`src/include/fsb_defines.svh`:
```
// Timing counts, field positions and register offsets of the shared-bus host.
`ifndef FSB_DEFINES_SVH
`define FSB_DEFINES_SVH
// ==========================================================================
// Timing (clock is 10 MHz, 100 ns period)
`define FSB_CLK_PERIOD_NS 100
`define FSB_RESET_PULSE_MIN_TIME_NS 100
`define FSB_RESET_CYC ((`FSB_RESET_PULSE_MIN_TIME_NS + `FSB_CLK_PERIOD_NS - 1) / `FSB_CLK_PERIOD_NS)
`define FSB_PHASE_CYC 2
// ==========================================================================
// Register offsets (byte addresses)
`define FSB_REG_CTRL 8'h00
`define FSB_REG_ADDR 8'h04
`define FSB_REG_WDATA 8'h08
`define FSB_REG_RDATA 8'h0c
`define FSB_REG_STATUS 8'h10
// ==========================================================================
// Control register fields
`define FSB_CTRL_GO 0
`define FSB_CTRL_WRITE 1
`define FSB_CTRL_RAM 2
`define FSB_CTRL_CE_STROBE 3
`define FSB_CTRL_HIGH_BYTE_N 4
`define FSB_CTRL_LOW_BYTE_N 5
`define FSB_CTRL_RESET 6
`define FSB_CTRL_LOCK_N 7
// Status register fields, then bit positions in the flash status word
`define FSB_STAT_BUSY 0
`define FSB_STAT_POLL 1
`define FSB_STAT_TOGGLE 2
`define FSB_STAT_ERROR 3
`define FSB_STAT_TIMER 4
`define FSB_STAT_CONFLICT 5
`define FSB_POLL_BIT 7
`define FSB_TOGGLE_A_BIT 6
`define FSB_ERROR_BIT 5
`define FSB_TIMER_BIT 3
`define FSB_TOGGLE_B_BIT 2
`endif

```
`src/include/fsb_pkg.sv`:
```
// Types shared by the shared-bus host modules.
package fsb_pkg;
	typedef enum logic [2:0] {
		FSB_IDLE,
		FSB_SETUP,
		FSB_STROBE,
		FSB_RELEASE,
		FSB_RESET
	} fsb_state_e;
	typedef struct packed {
		logic [20:0] addr;
		logic [15:0] wdata;
		logic write;
		logic ram;
		logic ce_strobe;
		logic high_n;
		logic low_n;
	} fsb_req_s;
endpackage : fsb_pkg

```
`src/include/fsb_req_if.sv`:
```
// Request and answer path between the register file and the pin sequencer.
`timescale 1ns/1ps
interface fsb_req_if;
	import fsb_pkg::*;
	fsb_req_s req;
	logic start;
	logic reset_req;
	logic busy;
	logic done;
	logic [15:0] rdata;
	modport regs (output req, output start, output reset_req,
		input busy, input done, input rdata);
	modport seq (input req, input start, input reset_req,
		output busy, output done, output rdata);
endinterface : fsb_req_if

```
`src/fsb_pin_seq.sv`:
```
// Pin sequencer that drives one flash or RAM cycle on the shared bus.
`timescale 1ns/1ps
`include "fsb_defines.svh"
module fsb_pin_seq
	import fsb_pkg::*;
(
	// Clock and reset.
	input wire logic clk_i,
	input wire logic rst_i,
	// Request path.
	fsb_req_if.seq rq,
	// Shared bus.
	input wire logic [15:0] dq_i,
	output logic [20:0] addr_o,
	output logic [15:0] dq_o,
	output logic dq_oe_o,
	// Strobes.
	output logic flash_select_n_o,
	output logic flash_output_en_n_o,
	output logic flash_write_en_n_o,
	output logic flash_reset_powerdown_n_o,
	output logic ram_select_a_n_o,
	output logic ram_select_b_o,
	output logic ram_output_en_n_o,
	output logic ram_write_en_n_o,
	output logic ram_high_byte_en_n_o,
	output logic ram_low_byte_en_n_o
);
	fsb_state_e state_ff;
	fsb_req_s cur_ff;
	logic [3:0] cnt_ff;
	logic [15:0] rdata_ff;
	logic done_ff;

	assign rq.busy = (state_ff != FSB_IDLE);
	assign rq.done = done_ff;
	assign rq.rdata = rdata_ff;

	// ======================================================================
	// Sequence
	always_ff @(posedge clk_i) begin
		if (rst_i) begin
			state_ff <= FSB_IDLE;
			cnt_ff <= 4'h0;
			cur_ff <= '0;
			done_ff <= 1'b0;
		end else begin
			done_ff <= 1'b0;
			case (state_ff)
				FSB_IDLE: begin
					cnt_ff <= 4'h0;
					if (rq.reset_req) begin
						state_ff <= FSB_RESET;
					end else if (rq.start) begin
						cur_ff <= rq.req;
						state_ff <= FSB_SETUP;
					end
				end
				FSB_SETUP: begin
					state_ff <= FSB_STROBE;
				end
				FSB_STROBE: begin
					cnt_ff <= cnt_ff + 4'h1;
					if (cnt_ff == 4'(`FSB_PHASE_CYC - 1)) begin
						cnt_ff <= 4'h0;
						state_ff <= FSB_RELEASE;
					end
				end
				FSB_RELEASE: begin
					done_ff <= 1'b1;
					state_ff <= FSB_IDLE;
				end
				FSB_RESET: begin
					cnt_ff <= cnt_ff + 4'h1;
					if (cnt_ff == 4'(`FSB_RESET_CYC)) begin
						done_ff <= 1'b1;
						state_ff <= FSB_IDLE;
					end
				end
				default: state_ff <= FSB_IDLE;
			endcase
		end
	end

	// ======================================================================
	// Pins. Address is stable from setup, so both dies latch a settled value.
	// The strobe falling edge latches the address, its rising edge the data.
	always_ff @(posedge clk_i) begin
		if (rst_i) begin
			addr_o <= 21'h000000;
			dq_o <= 16'h0000;
			dq_oe_o <= 1'b0;
			flash_select_n_o <= 1'b1;
			flash_output_en_n_o <= 1'b1;
			flash_write_en_n_o <= 1'b1;
			flash_reset_powerdown_n_o <= 1'b1;
			ram_select_a_n_o <= 1'b1;
			ram_select_b_o <= 1'b0;
			ram_output_en_n_o <= 1'b1;
			ram_write_en_n_o <= 1'b1;
			ram_high_byte_en_n_o <= 1'b1;
			ram_low_byte_en_n_o <= 1'b1;
			rdata_ff <= 16'h0000;
		end else begin
			flash_reset_powerdown_n_o <= (state_ff != FSB_RESET);
			// Default: both dies deselected so the bus floats.
			flash_select_n_o <= 1'b1;
			ram_select_a_n_o <= 1'b1;
			ram_select_b_o <= 1'b0;
			flash_output_en_n_o <= 1'b1;
			flash_write_en_n_o <= 1'b1;
			ram_output_en_n_o <= 1'b1;
			ram_write_en_n_o <= 1'b1;
			ram_high_byte_en_n_o <= 1'b1;
			ram_low_byte_en_n_o <= 1'b1;
			dq_oe_o <= 1'b0;
			if (state_ff == FSB_SETUP || state_ff == FSB_STROBE) begin
				addr_o <= cur_ff.ram ? {4'h0, cur_ff.addr[16:0]}
					: cur_ff.addr;
				dq_o <= cur_ff.wdata;
				dq_oe_o <= cur_ff.write;
				if (cur_ff.ram) begin
					// Only one die is ever selected at a time.
					ram_high_byte_en_n_o <= cur_ff.high_n;
					ram_low_byte_en_n_o <= cur_ff.low_n;
					ram_select_b_o <= 1'b1;
					ram_select_a_n_o <= cur_ff.ce_strobe && cur_ff.write
						? (state_ff != FSB_STROBE) : 1'b0;
					ram_write_en_n_o <= cur_ff.write
						? (cur_ff.ce_strobe ? 1'b0
						: (state_ff != FSB_STROBE)) : 1'b1;
					ram_output_en_n_o <= cur_ff.write;
				end else begin
					flash_select_n_o <= cur_ff.ce_strobe && cur_ff.write
						? (state_ff != FSB_STROBE) : 1'b0;
					flash_write_en_n_o <= cur_ff.write
						? (cur_ff.ce_strobe ? 1'b0
						: (state_ff != FSB_STROBE)) : 1'b1;
					flash_output_en_n_o <= cur_ff.write;
				end
			end
			// Sample read data at the end of the strobe phase.
			if (state_ff == FSB_STROBE && !cur_ff.write &&
				cnt_ff == 4'(`FSB_PHASE_CYC - 1)) begin
				rdata_ff <= dq_i;
			end
		end
	end
endmodule : fsb_pin_seq

```
`src/fsb_host.sv`:
```
// Wishbone-controlled host for a stacked flash and RAM on one shared bus.
//
// Design decisions made here: the address map and the Wishbone register port.
`timescale 1ns/1ps
`include "fsb_defines.svh"
// Overview of operation
// Low seventeen address lines shared; host presents one address per cycle.
// Flash latches all twenty-one address bits on strobe falling edge.
// RAM latches address on falling edge of an enable or write strobe.
// Write data latched on rising edge of the active write strobe.
// Flash drives reads only with select and output enable low.
// Data lines float when deselected, disabled, or flash held in reset.
// Flash status shows poll bit7, toggles 6 and 2, error 5, timer 3.
// Flash select high deselects flash and floats its outputs.
// Flash accepts select-strobed writes with write enable held low.
// Never select flash while RAM is selected.
// Flash outputs float while its output and write enables are high.
// Reset pin low for the minimum pulse resets or powers down flash.
// Lock protect low locks the two parameter blocks; high unlocks them.
// RAM selected only with first enable low and second high.
// RAM accepts enable-strobed writes with its write enable held low.
// RAM write enable low with RAM selected performs the write.
// RAM output enable low with RAM selected gates read buffers.
// Byte enables gate upper and lower lanes for reads and writes.
// Flag whenever both dies would drive the data lines together.
module fsb_host
	import fsb_pkg::*;
(
	// Clock and reset.
	input wire logic clk_i,
	input wire logic rst_i,
	// Wishbone slave.
	input wire logic cyc_i,
	input wire logic stb_i,
	input wire logic we_i,
	input wire logic [7:0] adr_i,
	input wire logic [3:0] sel_i,
	input wire logic [31:0] dat_i,
	output logic [31:0] dat_o,
	output logic ack_o,
	// Shared memory bus.
	input wire logic [15:0] dq_i,
	output logic [20:0] addr_o,
	output logic [15:0] dq_o,
	output logic dq_oe_o,
	// Flash strobes.
	output logic flash_select_n_o,
	output logic flash_output_en_n_o,
	output logic flash_write_en_n_o,
	output logic flash_reset_powerdown_n_o,
	output logic flash_lock_protect_n_o,
	// RAM strobes.
	output logic ram_select_a_n_o,
	output logic ram_select_b_o,
	output logic ram_output_en_n_o,
	output logic ram_write_en_n_o,
	output logic ram_high_byte_en_n_o,
	output logic ram_low_byte_en_n_o
);
	fsb_req_if rq();
	fsb_req_s req_ff;
	logic start_ff;
	logic reset_req_ff;
	logic lock_n_ff;
	logic conflict_ff;
	logic [15:0] rd_ff;
	logic [7:0] ctrl_bits;
	logic wb_hit;

	assign rq.req = req_ff;
	assign rq.start = start_ff;
	assign rq.reset_req = reset_req_ff;
	assign wb_hit = cyc_i && stb_i && !ack_o;

	function automatic logic [31:0] merge(input logic [31:0] old,
		input logic [31:0] nw, input logic [3:0] sel);
		logic [31:0] r;
		r = old;
		for (int i = 0; i < 4; i++) begin
			if (sel[i]) begin
				r[i*8 +: 8] = nw[i*8 +: 8];
			end
		end
		return r;
	endfunction : merge

	assign ctrl_bits = {lock_n_ff, 1'b0, req_ff.low_n, req_ff.high_n,
		req_ff.ce_strobe, req_ff.ram, req_ff.write, 1'b0};

	// ======================================================================
	// Register writes
	always_ff @(posedge clk_i) begin
		if (rst_i) begin
			req_ff <= '{default: '0, high_n: 1'b0, low_n: 1'b0};
			start_ff <= 1'b0;
			reset_req_ff <= 1'b0;
			lock_n_ff <= 1'b0;
		end else begin
			start_ff <= 1'b0;
			reset_req_ff <= 1'b0;
			if (wb_hit && we_i) begin
				case (adr_i)
					`FSB_REG_CTRL: begin
						if (sel_i[0]) begin
							req_ff.write <= dat_i[`FSB_CTRL_WRITE];
							req_ff.ram <= dat_i[`FSB_CTRL_RAM];
							req_ff.ce_strobe <= dat_i[`FSB_CTRL_CE_STROBE];
							req_ff.high_n <= dat_i[`FSB_CTRL_HIGH_BYTE_N];
							req_ff.low_n <= dat_i[`FSB_CTRL_LOW_BYTE_N];
							lock_n_ff <= dat_i[`FSB_CTRL_LOCK_N];
							// A request while busy is dropped.
							start_ff <= dat_i[`FSB_CTRL_GO] && !rq.busy;
							reset_req_ff <= dat_i[`FSB_CTRL_RESET] &&
								!rq.busy;
						end
					end
					`FSB_REG_ADDR: begin
						req_ff.addr <= 21'(merge({11'h000, req_ff.addr},
							dat_i, sel_i));
					end
					`FSB_REG_WDATA: begin
						req_ff.wdata <= 16'(merge({16'h0000, req_ff.wdata},
							dat_i, sel_i));
					end
					default: begin
					end
				endcase
			end
		end
	end

	// ======================================================================
	// Read data capture and drive-conflict flag
	always_ff @(posedge clk_i) begin
		if (rst_i) begin
			rd_ff <= 16'h0000;
			conflict_ff <= 1'b0;
		end else begin
			if (rq.done) begin
				rd_ff <= rq.rdata;
			end
			// Set wins over a clear in the same cycle.
			if (!flash_select_n_o && !flash_output_en_n_o &&
				!ram_select_a_n_o && ram_select_b_o &&
				!ram_output_en_n_o) begin
				conflict_ff <= 1'b1;
			end else if (wb_hit && we_i && adr_i == `FSB_REG_STATUS &&
				sel_i[0] && dat_i[`FSB_STAT_CONFLICT]) begin
				conflict_ff <= 1'b0;
			end
		end
	end

	// ======================================================================
	// Bus answer: one cycle after the request is seen.
	always_ff @(posedge clk_i) begin
		if (rst_i) begin
			ack_o <= 1'b0;
			dat_o <= 32'h00000000;
		end else begin
			ack_o <= wb_hit;
			dat_o <= 32'h00000000;
			if (wb_hit && !we_i) begin
				case (adr_i)
					`FSB_REG_CTRL: dat_o <= {24'h000000, ctrl_bits};
					`FSB_REG_ADDR: dat_o <= {11'h000, req_ff.addr};
					`FSB_REG_WDATA: dat_o <= {16'h0000, req_ff.wdata};
					`FSB_REG_RDATA: dat_o <= {16'h0000, rd_ff};
					`FSB_REG_STATUS: begin
						// Busy covers the done cycle too, so software never
						// sees idle with the previous word in the bits below.
						dat_o[`FSB_STAT_BUSY] <= rq.busy || rq.done;
						dat_o[`FSB_STAT_POLL] <= rd_ff[`FSB_POLL_BIT];
						dat_o[`FSB_STAT_TOGGLE] <= rd_ff[`FSB_TOGGLE_A_BIT]
							^ rd_ff[`FSB_TOGGLE_B_BIT];
						dat_o[`FSB_STAT_ERROR] <= rd_ff[`FSB_ERROR_BIT];
						dat_o[`FSB_STAT_TIMER] <= rd_ff[`FSB_TIMER_BIT];
						dat_o[`FSB_STAT_CONFLICT] <= conflict_ff;
					end
					default: dat_o <= 32'h00000000;
				endcase
			end
		end
	end

	always_ff @(posedge clk_i) begin
		if (rst_i) begin
			flash_lock_protect_n_o <= 1'b0;
		end else begin
			flash_lock_protect_n_o <= lock_n_ff;
		end
	end

	// The sequencer releases dq_oe_o in every idle cycle so the bus floats.
	fsb_pin_seq u_seq (
		.clk_i(clk_i),
		.rst_i(rst_i),
		.rq(rq.seq),
		.dq_i(dq_i),
		.addr_o(addr_o),
		.dq_o(dq_o),
		.dq_oe_o(dq_oe_o),
		.flash_select_n_o(flash_select_n_o),
		.flash_output_en_n_o(flash_output_en_n_o),
		.flash_write_en_n_o(flash_write_en_n_o),
		.flash_reset_powerdown_n_o(flash_reset_powerdown_n_o),
		.ram_select_a_n_o(ram_select_a_n_o),
		.ram_select_b_o(ram_select_b_o),
		.ram_output_en_n_o(ram_output_en_n_o),
		.ram_write_en_n_o(ram_write_en_n_o),
		.ram_high_byte_en_n_o(ram_high_byte_en_n_o),
		.ram_low_byte_en_n_o(ram_low_byte_en_n_o)
	);
endmodule : fsb_host

```
`config.mk`:
```
export PLATFORM = sky130hd
export DESIGN_NAME = fsb_host
export DESIGN_NICKNAME = d
export VERILOG_FILES = /design/src/include/fsb_pkg.sv /design/src/include/fsb_req_if.sv /design/src/fsb_pin_seq.sv /design/src/fsb_host.sv
export VERILOG_INCLUDE_DIRS = /design/src /design/src/include
export SDC_FILE = /design/constraint.sdc
export NUM_CORES = 1
export LEC_CHECK = 0
export BUFFER_PORTS_ARGS = -buffer_cell sky130_fd_sc_hd__buf_2
export CAP_MARGIN = 20
export CORE_MARGIN = 4
export CORE_UTILIZATION = 40
export DETAILED_ROUTE_END_ITERATION = 7
export REMOVE_ABC_BUFFERS = 1
export SLEW_MARGIN = 30
export SYNTH_ARGS = -nofsm -noshare
export SYNTH_HDL_FRONTEND = slang
export SYNTH_SLANG_ARGS = --single-unit
```
`constraint.sdc`:
```
create_clock -name clk_i -period 3.4 [get_ports clk_i]
set_clock_uncertainty 0.15 [all_clocks]
set_input_delay 0.68 -clock clk_i [delete_from_list [all_inputs] [get_ports clk_i]]
set_output_delay 0.68 -clock clk_i [all_outputs]
set_load 0.02 [all_outputs]
```
Word level (Yosys, flattened, before mapping)
Cells that the tools add are included.
{ "classes": {"addsub": 1, "mul": 0, "div_mod_pow": 0, "magnitude_cmp": 0, "n_eq_ne": 14, "n_shift": 0, "n_mux": 18, "n_bitwise": 8, "reduce_logical": 44} }
{ "op_table": {"columns": ["operator", "count"], "rows": [
  ["$pmux 15 s4", 1],
  ["$pmux 6 s5", 1],
  ["$reduce_and 3->1", 8],
  ["$mux 21", 1],
  ["$eq 8x4->1 const B", 2],
  ["$logic_and 1x1->1", 16],
  ["$mux 3", 4],
  ["$pmux 3 s4", 1],
  ["$pmux 4 s3", 1],
  ["$eq 8x3->1 const B", 1],
  ["$eq 8x5->1 const B", 1],
  ["$logic_not 1->1", 8],
  ["$logic_not 8->1", 1],
  ["$mux 1", 7],
  ["$not 1->1", 7],
  ["$eq 3x2->1 const B", 2],
  ["$ne 3x3->1 const B", 2],
  ["$reduce_bool 3->1", 2],
  ["$reduce_or 3->1", 2],
  ["$add 4x1->4 const B", 1],
  ["$eq 4x1->1 const B", 1],
  ["$mux 4", 1],
  ["$ne 2x1->1 const B", 2],
  ["$reduce_or 2->1", 2],
  ["9 further kinds", 10]
]} }
{ "word_totals": {"ff_bits": 210, "latchBits": 0, "ramBits": 0, "romBits": 0, "inputBits": 65, "out_inout_bits": 82, "memories": 0} }

Longest topological paths before layout
{ "logic_depth": {"depth_word": 8, "ltp_mapped": 8, "depth_no_buf": 6} }

Hierarchy
A second synthesis with hierarchy kept.
{ "hier_totals": {"hier_cells": 830, "hier_area_um2": 7624.8} }
{ "modules_own_cells": {"columns": ["mod", "n_inst", "cells_per_inst", "area_per_inst_um2", "seq_area_each_um2"], "rows": [
  ["fsb_pin_seq", 1, 494, 4068.9, 2282.2],
  ["fsb_host", 1, 336, 3555.9, 1701.6]
]} }

Worst setup path before layout
OpenSTA, ideal clock, no wires.
{ "synth_path": {"path_type": "in2reg", "startpoint": "in adr_i[4]", "endpoint": "reg req_ff[10] in the netlist's numbering", "setup_ns": 0.128, "arrival_time_ns": 1.777, "required_ns": 3.122, "slack_ns": 1.345, "path_stages": 5, "n_path_buf": 1, "cell_sequence": "buf_2 -> nor4b_2 -> nand4_2 -> mux2i_1 -> nor2_1"} }
{ "synth_via": {"elab_chain_cells": 2} }
{ "synth_lines": {"columns": ["item", "line", "text"], "rows": [
  ["start: declaration", "fsb_host.sv:36", "input wire logic [7:0] adr_i,"],
  ["$eq 8x4->1", "fsb_host.sv:102", "case (adr_i)"],
  ["$reduce_and 3->1 (no source line)", null, null],
  ["end: declaration", "fsb_host.sv:61", "fsb_req_s req_ff;"]
]} }
No other way between the ends.
A chain may end at the register's enable or synchronous reset.

Final worst setup path
{ "layout_path": {"startpoint": "in rst_i", "endpoint": "reg dat_o[6]"} }
{ "layout_via": {"elab_chain_cells": 1} }
{ "layout_lines": {"columns": ["item", "line", "text"], "rows": [
  ["start: declaration", "fsb_host.sv:31", "input wire logic rst_i,"],
  ["$reduce_or 2->1 (no source line)", null, null],
  ["end signal: assignment", "fsb_host.sv:165", "`FSB_REG_CTRL: dat_o <= {24'h000000, ctrl_bits};"],
  ["end signal: assignment", "fsb_host.sv:166", "`FSB_REG_ADDR: dat_o <= {11'h000, req_ff.addr};"],
  ["end signal: assignment", "fsb_host.sv:167", "`FSB_REG_WDATA: dat_o <= {16'h0000, req_ff.wdata};"],
  ["end: declaration", "fsb_host.sv:39", "output logic [31:0] dat_o,"]
]} }
No other way between the ends.

==> out/metrics.yaml <==
cells_and_area:
  layout_area_growth_over_synthesis_pct: 17.9
  seqCellArea_um2: 3980
  n_fill_cell: 1781
  final_layout_size_suffix_gt1_frac: 0.204
  multiInputGateArea_um2: 3250
  final_net_count: 979
die:
  core_um2: 18200
  floorplan_row_count: 49
  chipWidth_um: 145
  design.portCount: 147
  initial_standard_cell_utilization_of_the_core: 0.413
  die-height_um: 145
  design.die.area_um2: 21100
clocking:
  cts_max_path_buffers: 2
  cts.clk_slew.worst_paths_ns: 0.07
  number_of_buffers_inserted_during_clock_tree_synthesis: 17
  cts_setup_buffers: 0
  cts.repair.resized: 0
  clock-sinks: 199
  cts_root_buf: "sky130_fd_sc_hd__clkbuf_16"
  tritoncts_clock_tree: "yes"
  clk_latency_ns: 0.43
  clock_tree.htree_level_count: 4
  post_cts_hold_buffer_count: 0
power:
  seq_power_share: 0.510
  power.density_nw_per_um2: 516
  vdd_ir_drop_max_uv: 326
  switchingPower_w: 0.000965
  power.share.clock: 0.461
  pwr-share-comb: 0.029
  cell_internal_pwr_w: 0.00361
  switching_share: 0.211
  static-leakage-power_nw: 3.77
setup_path:
  regToRegSetupSlack_ns: 1.29
  wp_data_arrival_ns: 2.46
  critical_path_class: "in2reg"
  critical_path.startpoint: "rst_i"
  startpoint_type: "primary input"
  worst_r2r_path_cells: 6
  critPathMaxFanout: 48
  cp-end-kind: "flip-flop"
  worstReg2RegEnd: "u_seq.rq.rdata[13]$_SDFFE_PP0P_"
  crit_required_ns: 3.60
  rr_startpoint: "u_seq.cnt_ff[0]$_SDFFE_PP0P_"
yosys:
  synth_enable_flop_cells: 0
  synth.ff_latch_count: 199
  post-synth-top-area-fraction: 0.530
  synth_area_per_cell_um2: 9.24
  ys_top_cells_by_area: "sky130_fd_sc_hd__dfxtp_1, sky130_fd_sc_hd__mux2i_1, sky130_fd_sc_hd__nand2_1"
  synthDominantAreaCellType: "sky130_fd_sc_hd__dfxtp_1"
  synth-async-reset-ratio: 0
  fraction_of_the_yosys_area_taken_by_sequential_cells: 0.530
  synth-main-ff-cell: "sky130_fd_sc_hd__dfxtp_1"
  synth.yosys.warnings: 0
  postSynthCellCount: 814
  synthDistinctLibCells: 48
  synth_area_um2: 7520
timing:
  grt_setup_unrepaired: "false"
  finalHoldViolCount: 0
  final.min_clock_period_ns: 2.27
  worst_slack_ns: 1.13
  maxSlewHeadroom: 0.514
  final_setup_tns_ns: 0
  maximum_operating_frequency_ghz: 0.441
  report.final.setup_viol: 0
  min_period_over_period: 0.667
  maxSlewViolCount: 0
  max_slew.worst_pin.slew_ns: 0.729
drt:
  met3_length_um: 764
  route.met2.wl_um: 8370
  detail_route.drc_violations: 0
  route.vias.total: 5612
  route.detailed.wl_per_inst_um: 15.8
  postRouteAntennaNets: 0
  wl_met1_um: 8870
  drt_iter0_markers: 319
  routed_vias_inst: 4.85
  drt_wl_total_um: 18200
  maxUsedRoutingLayer: "met4"
  drt_pass1_iterations: 5
min_path:
  min_delay_path_depth: 1
  kind_of_path_behind_the_tightest_hold_check: "reg2reg"
  hp-start: "u_seq.cur_ff[0]$_SDFFE_PP0P_"
  hold_end: "u_seq.ram_low_byte_en_n_o$_SDFF_PP1_"
global_route:
  grt-ovfl-total: 0
  grt_pass1_vias: 5202
  first_pass_grt_wire_length_um: 28700
  grt_start_max_net_pins: 73
  grt_antenna_before_repair: 0
  grt.total_usage: 0.169
status:
  outcome: "finished, final reports clean"
place:
  buffer_ports.inserted: 123
  place_hpwl_um: 12200
  post-place-ws_ns: 0.675
  globalplace.congestion: 0.790
run:
  cap_viol_max_count: 0
==> worst max-delay path, cell delays in order <==
cell                       delay (ns)
sky130_fd_sc_hd__buf_4           0.26
sky130_fd_sc_hd__or4bb_1         0.68
sky130_fd_sc_hd__nor4_4          0.23
sky130_fd_sc_hd__nand2b_1        0.35
sky130_fd_sc_hd__nor2_1          0.24
==> power groups by stage <==
stage	clock network [W]	logic [W]	registers, W
3_5_place_dp	0	0.000133	0.00238
2_1_floorplan	0	0.0000339	0.00238
3_3_place_gp	0	0.000134	0.00238
6_report	0.00211	0.000132	0.00233
4_1_cts	0.00216	0.000134	0.00233
5_1_grt	0.00226	0.000143	0.00233
==> per-layer routing <==
layer | vias up | global-route usage
met5 | - | 0
met4 | 0 | 0.0551
met3 | 18 | 0.0377
met2 | 101 | 0.262
met1 | 2583 | 0.236
li1 | 2910 | -
==> synth_stat cells, drive strengths merged (4+ instances only) <==
cell type,number
nand4,7
and2,9
dfxtp,199
nor2b,6
nand2b,9
buf,38
mux2,10
nor2,97
a22oi,9
a21oi,84
nor3,5
clkbuf,27
nor3b,5
nand2,166
nor4,6
mux2i,83
nand3b,8
o21ai,4
==> cells in the final DEF (no fill, tap or decap), types with 4 or more instances in the layout <==
| master | Yosys | routed |
|---|---|---|
| sky130_fd_sc_hd__nor3_1 | 5 | 5 |
| sky130_fd_sc_hd__nand2b_1 | 9 | 8 |
| sky130_fd_sc_hd__nor3b_1 | 5 | 5 |
| sky130_fd_sc_hd__buf_4 | 13 | 12 |
| sky130_fd_sc_hd__dfxtp_1 | 199 | 199 |
| sky130_fd_sc_hd__clkbuf_8 | 0 | 4 |
| sky130_fd_sc_hd__nand3b_1 | 8 | 8 |
| sky130_fd_sc_hd__o21ai_0 | 4 | 4 |
| sky130_fd_sc_hd__mux2_2 | 10 | 10 |
| sky130_fd_sc_hd__mux2i_1 | 83 | 83 |
| sky130_fd_sc_hd__a21oi_1 | 84 | 84 |
| sky130_fd_sc_hd__nor2_1 | 97 | 97 |
| sky130_fd_sc_hd__clkbuf_16 | 0 | 17 |
| sky130_fd_sc_hd__and2_1 | 8 | 9 |
| sky130_fd_sc_hd__buf_2 | 22 | 122 |
| sky130_fd_sc_hd__nand4_2 | 4 | 4 |
| sky130_fd_sc_hd__a22oi_1 | 9 | 9 |
| sky130_fd_sc_hd__conb_1 | 1 | 11 |
| sky130_fd_sc_hd__nand2_1 | 166 | 166 |
| sky130_fd_sc_hd__nor2b_1 | 6 | 5 |
==> registers in the layout, indices dropped and copies added (netlist names), 3 cells and up <==
name,cells
u_seq.cur_ff,42
rd_ff,16
req_ff,37
u_seq.state_ff,3
dat_o,21
u_seq.rq.rdata,16
u_seq.cnt_ff,4
u_seq.dq_o,16
u_seq.addr_o,21
ctrl_bits,5
==> kinds of logic (layout without fill, tap and decap cells) <==
| logic type | Yosys count | in the layout | synth area share |
|---|---|---|---|
| and+or+nand+nor | 333 | 333 | 0.204 |
| DFF | 199 | 199 | 0.530 |
| AOI/OAI and AO/OA | 113 | 113 | 0.0847 |
| muxes | 94 | 94 | 0.128 |
| buffers and inverters | 68 | 169 | 0.0441 |
| xor gates and xnor gates | 4 | 4 | 0.00466 |
| adders and majority gates | 2 | 2 | 0.00333 |
| other | 1 | 13 | 0.000499 |
==> cell type report <==
| cell class | count | share of cell area |
|---|---|---|
| flip-flops and latches | 199 | 0.449 |
| multi-input cells | 557 | 0.367 |
| well taps | 229 | 0.0323 |
| repair buffers | 134 | 0.0790 |
| inverters | 3 | 0.00127 |
| diodes | 2 | 0.000565 |
| clock buffers | 21 | 0.0542 |
| clock inverters | 11 | 0.0165 |
==> worst max path at each step <==
stage | depth (start not counted) | slack (ns) | endpoint
5_1_grt | 5 | 0.96 | req_ff[41]$_SDFFE_PP0P_
3_5_place_dp | 5 | 0.68 | req_ff[38]$_SDFFE_PP0P_
2_1_floorplan | 4 | 0.99 | u_seq.addr_o[17]$_SDFFE_PP0P_
3_3_place_gp | 5 | 0.71 | dat_o[6]$_SDFF_PP0_
4_1_cts | 5 | 1.11 | dat_o[6]$_SDFF_PP0_
6_report | 5 | 1.13 | dat_o[6]$_SDFF_PP0_
==> stage by stage <==
stage / cell area, um2 / util / std cells / power, W / hold WS, ns
final: 8860 / 0.487 / 1156 / 0.00457 / 0.288
after CTS: 8860 / 0.487 / 1154 / 0.00462 / 0.287
after global placement: 8230 / 0.452 / 1122 / 0.00252 / 0.276
after global routing: 8860 / 0.487 / 1154 / 0.00473 / 0.315
after detailed placement: 8230 / 0.452 / 1122 / 0.00252 / 0.277
after floorplan: 7240 / - / 759 / 0.00242 / 0.261
Note: power is estimated with default switching activity, not from simulation.
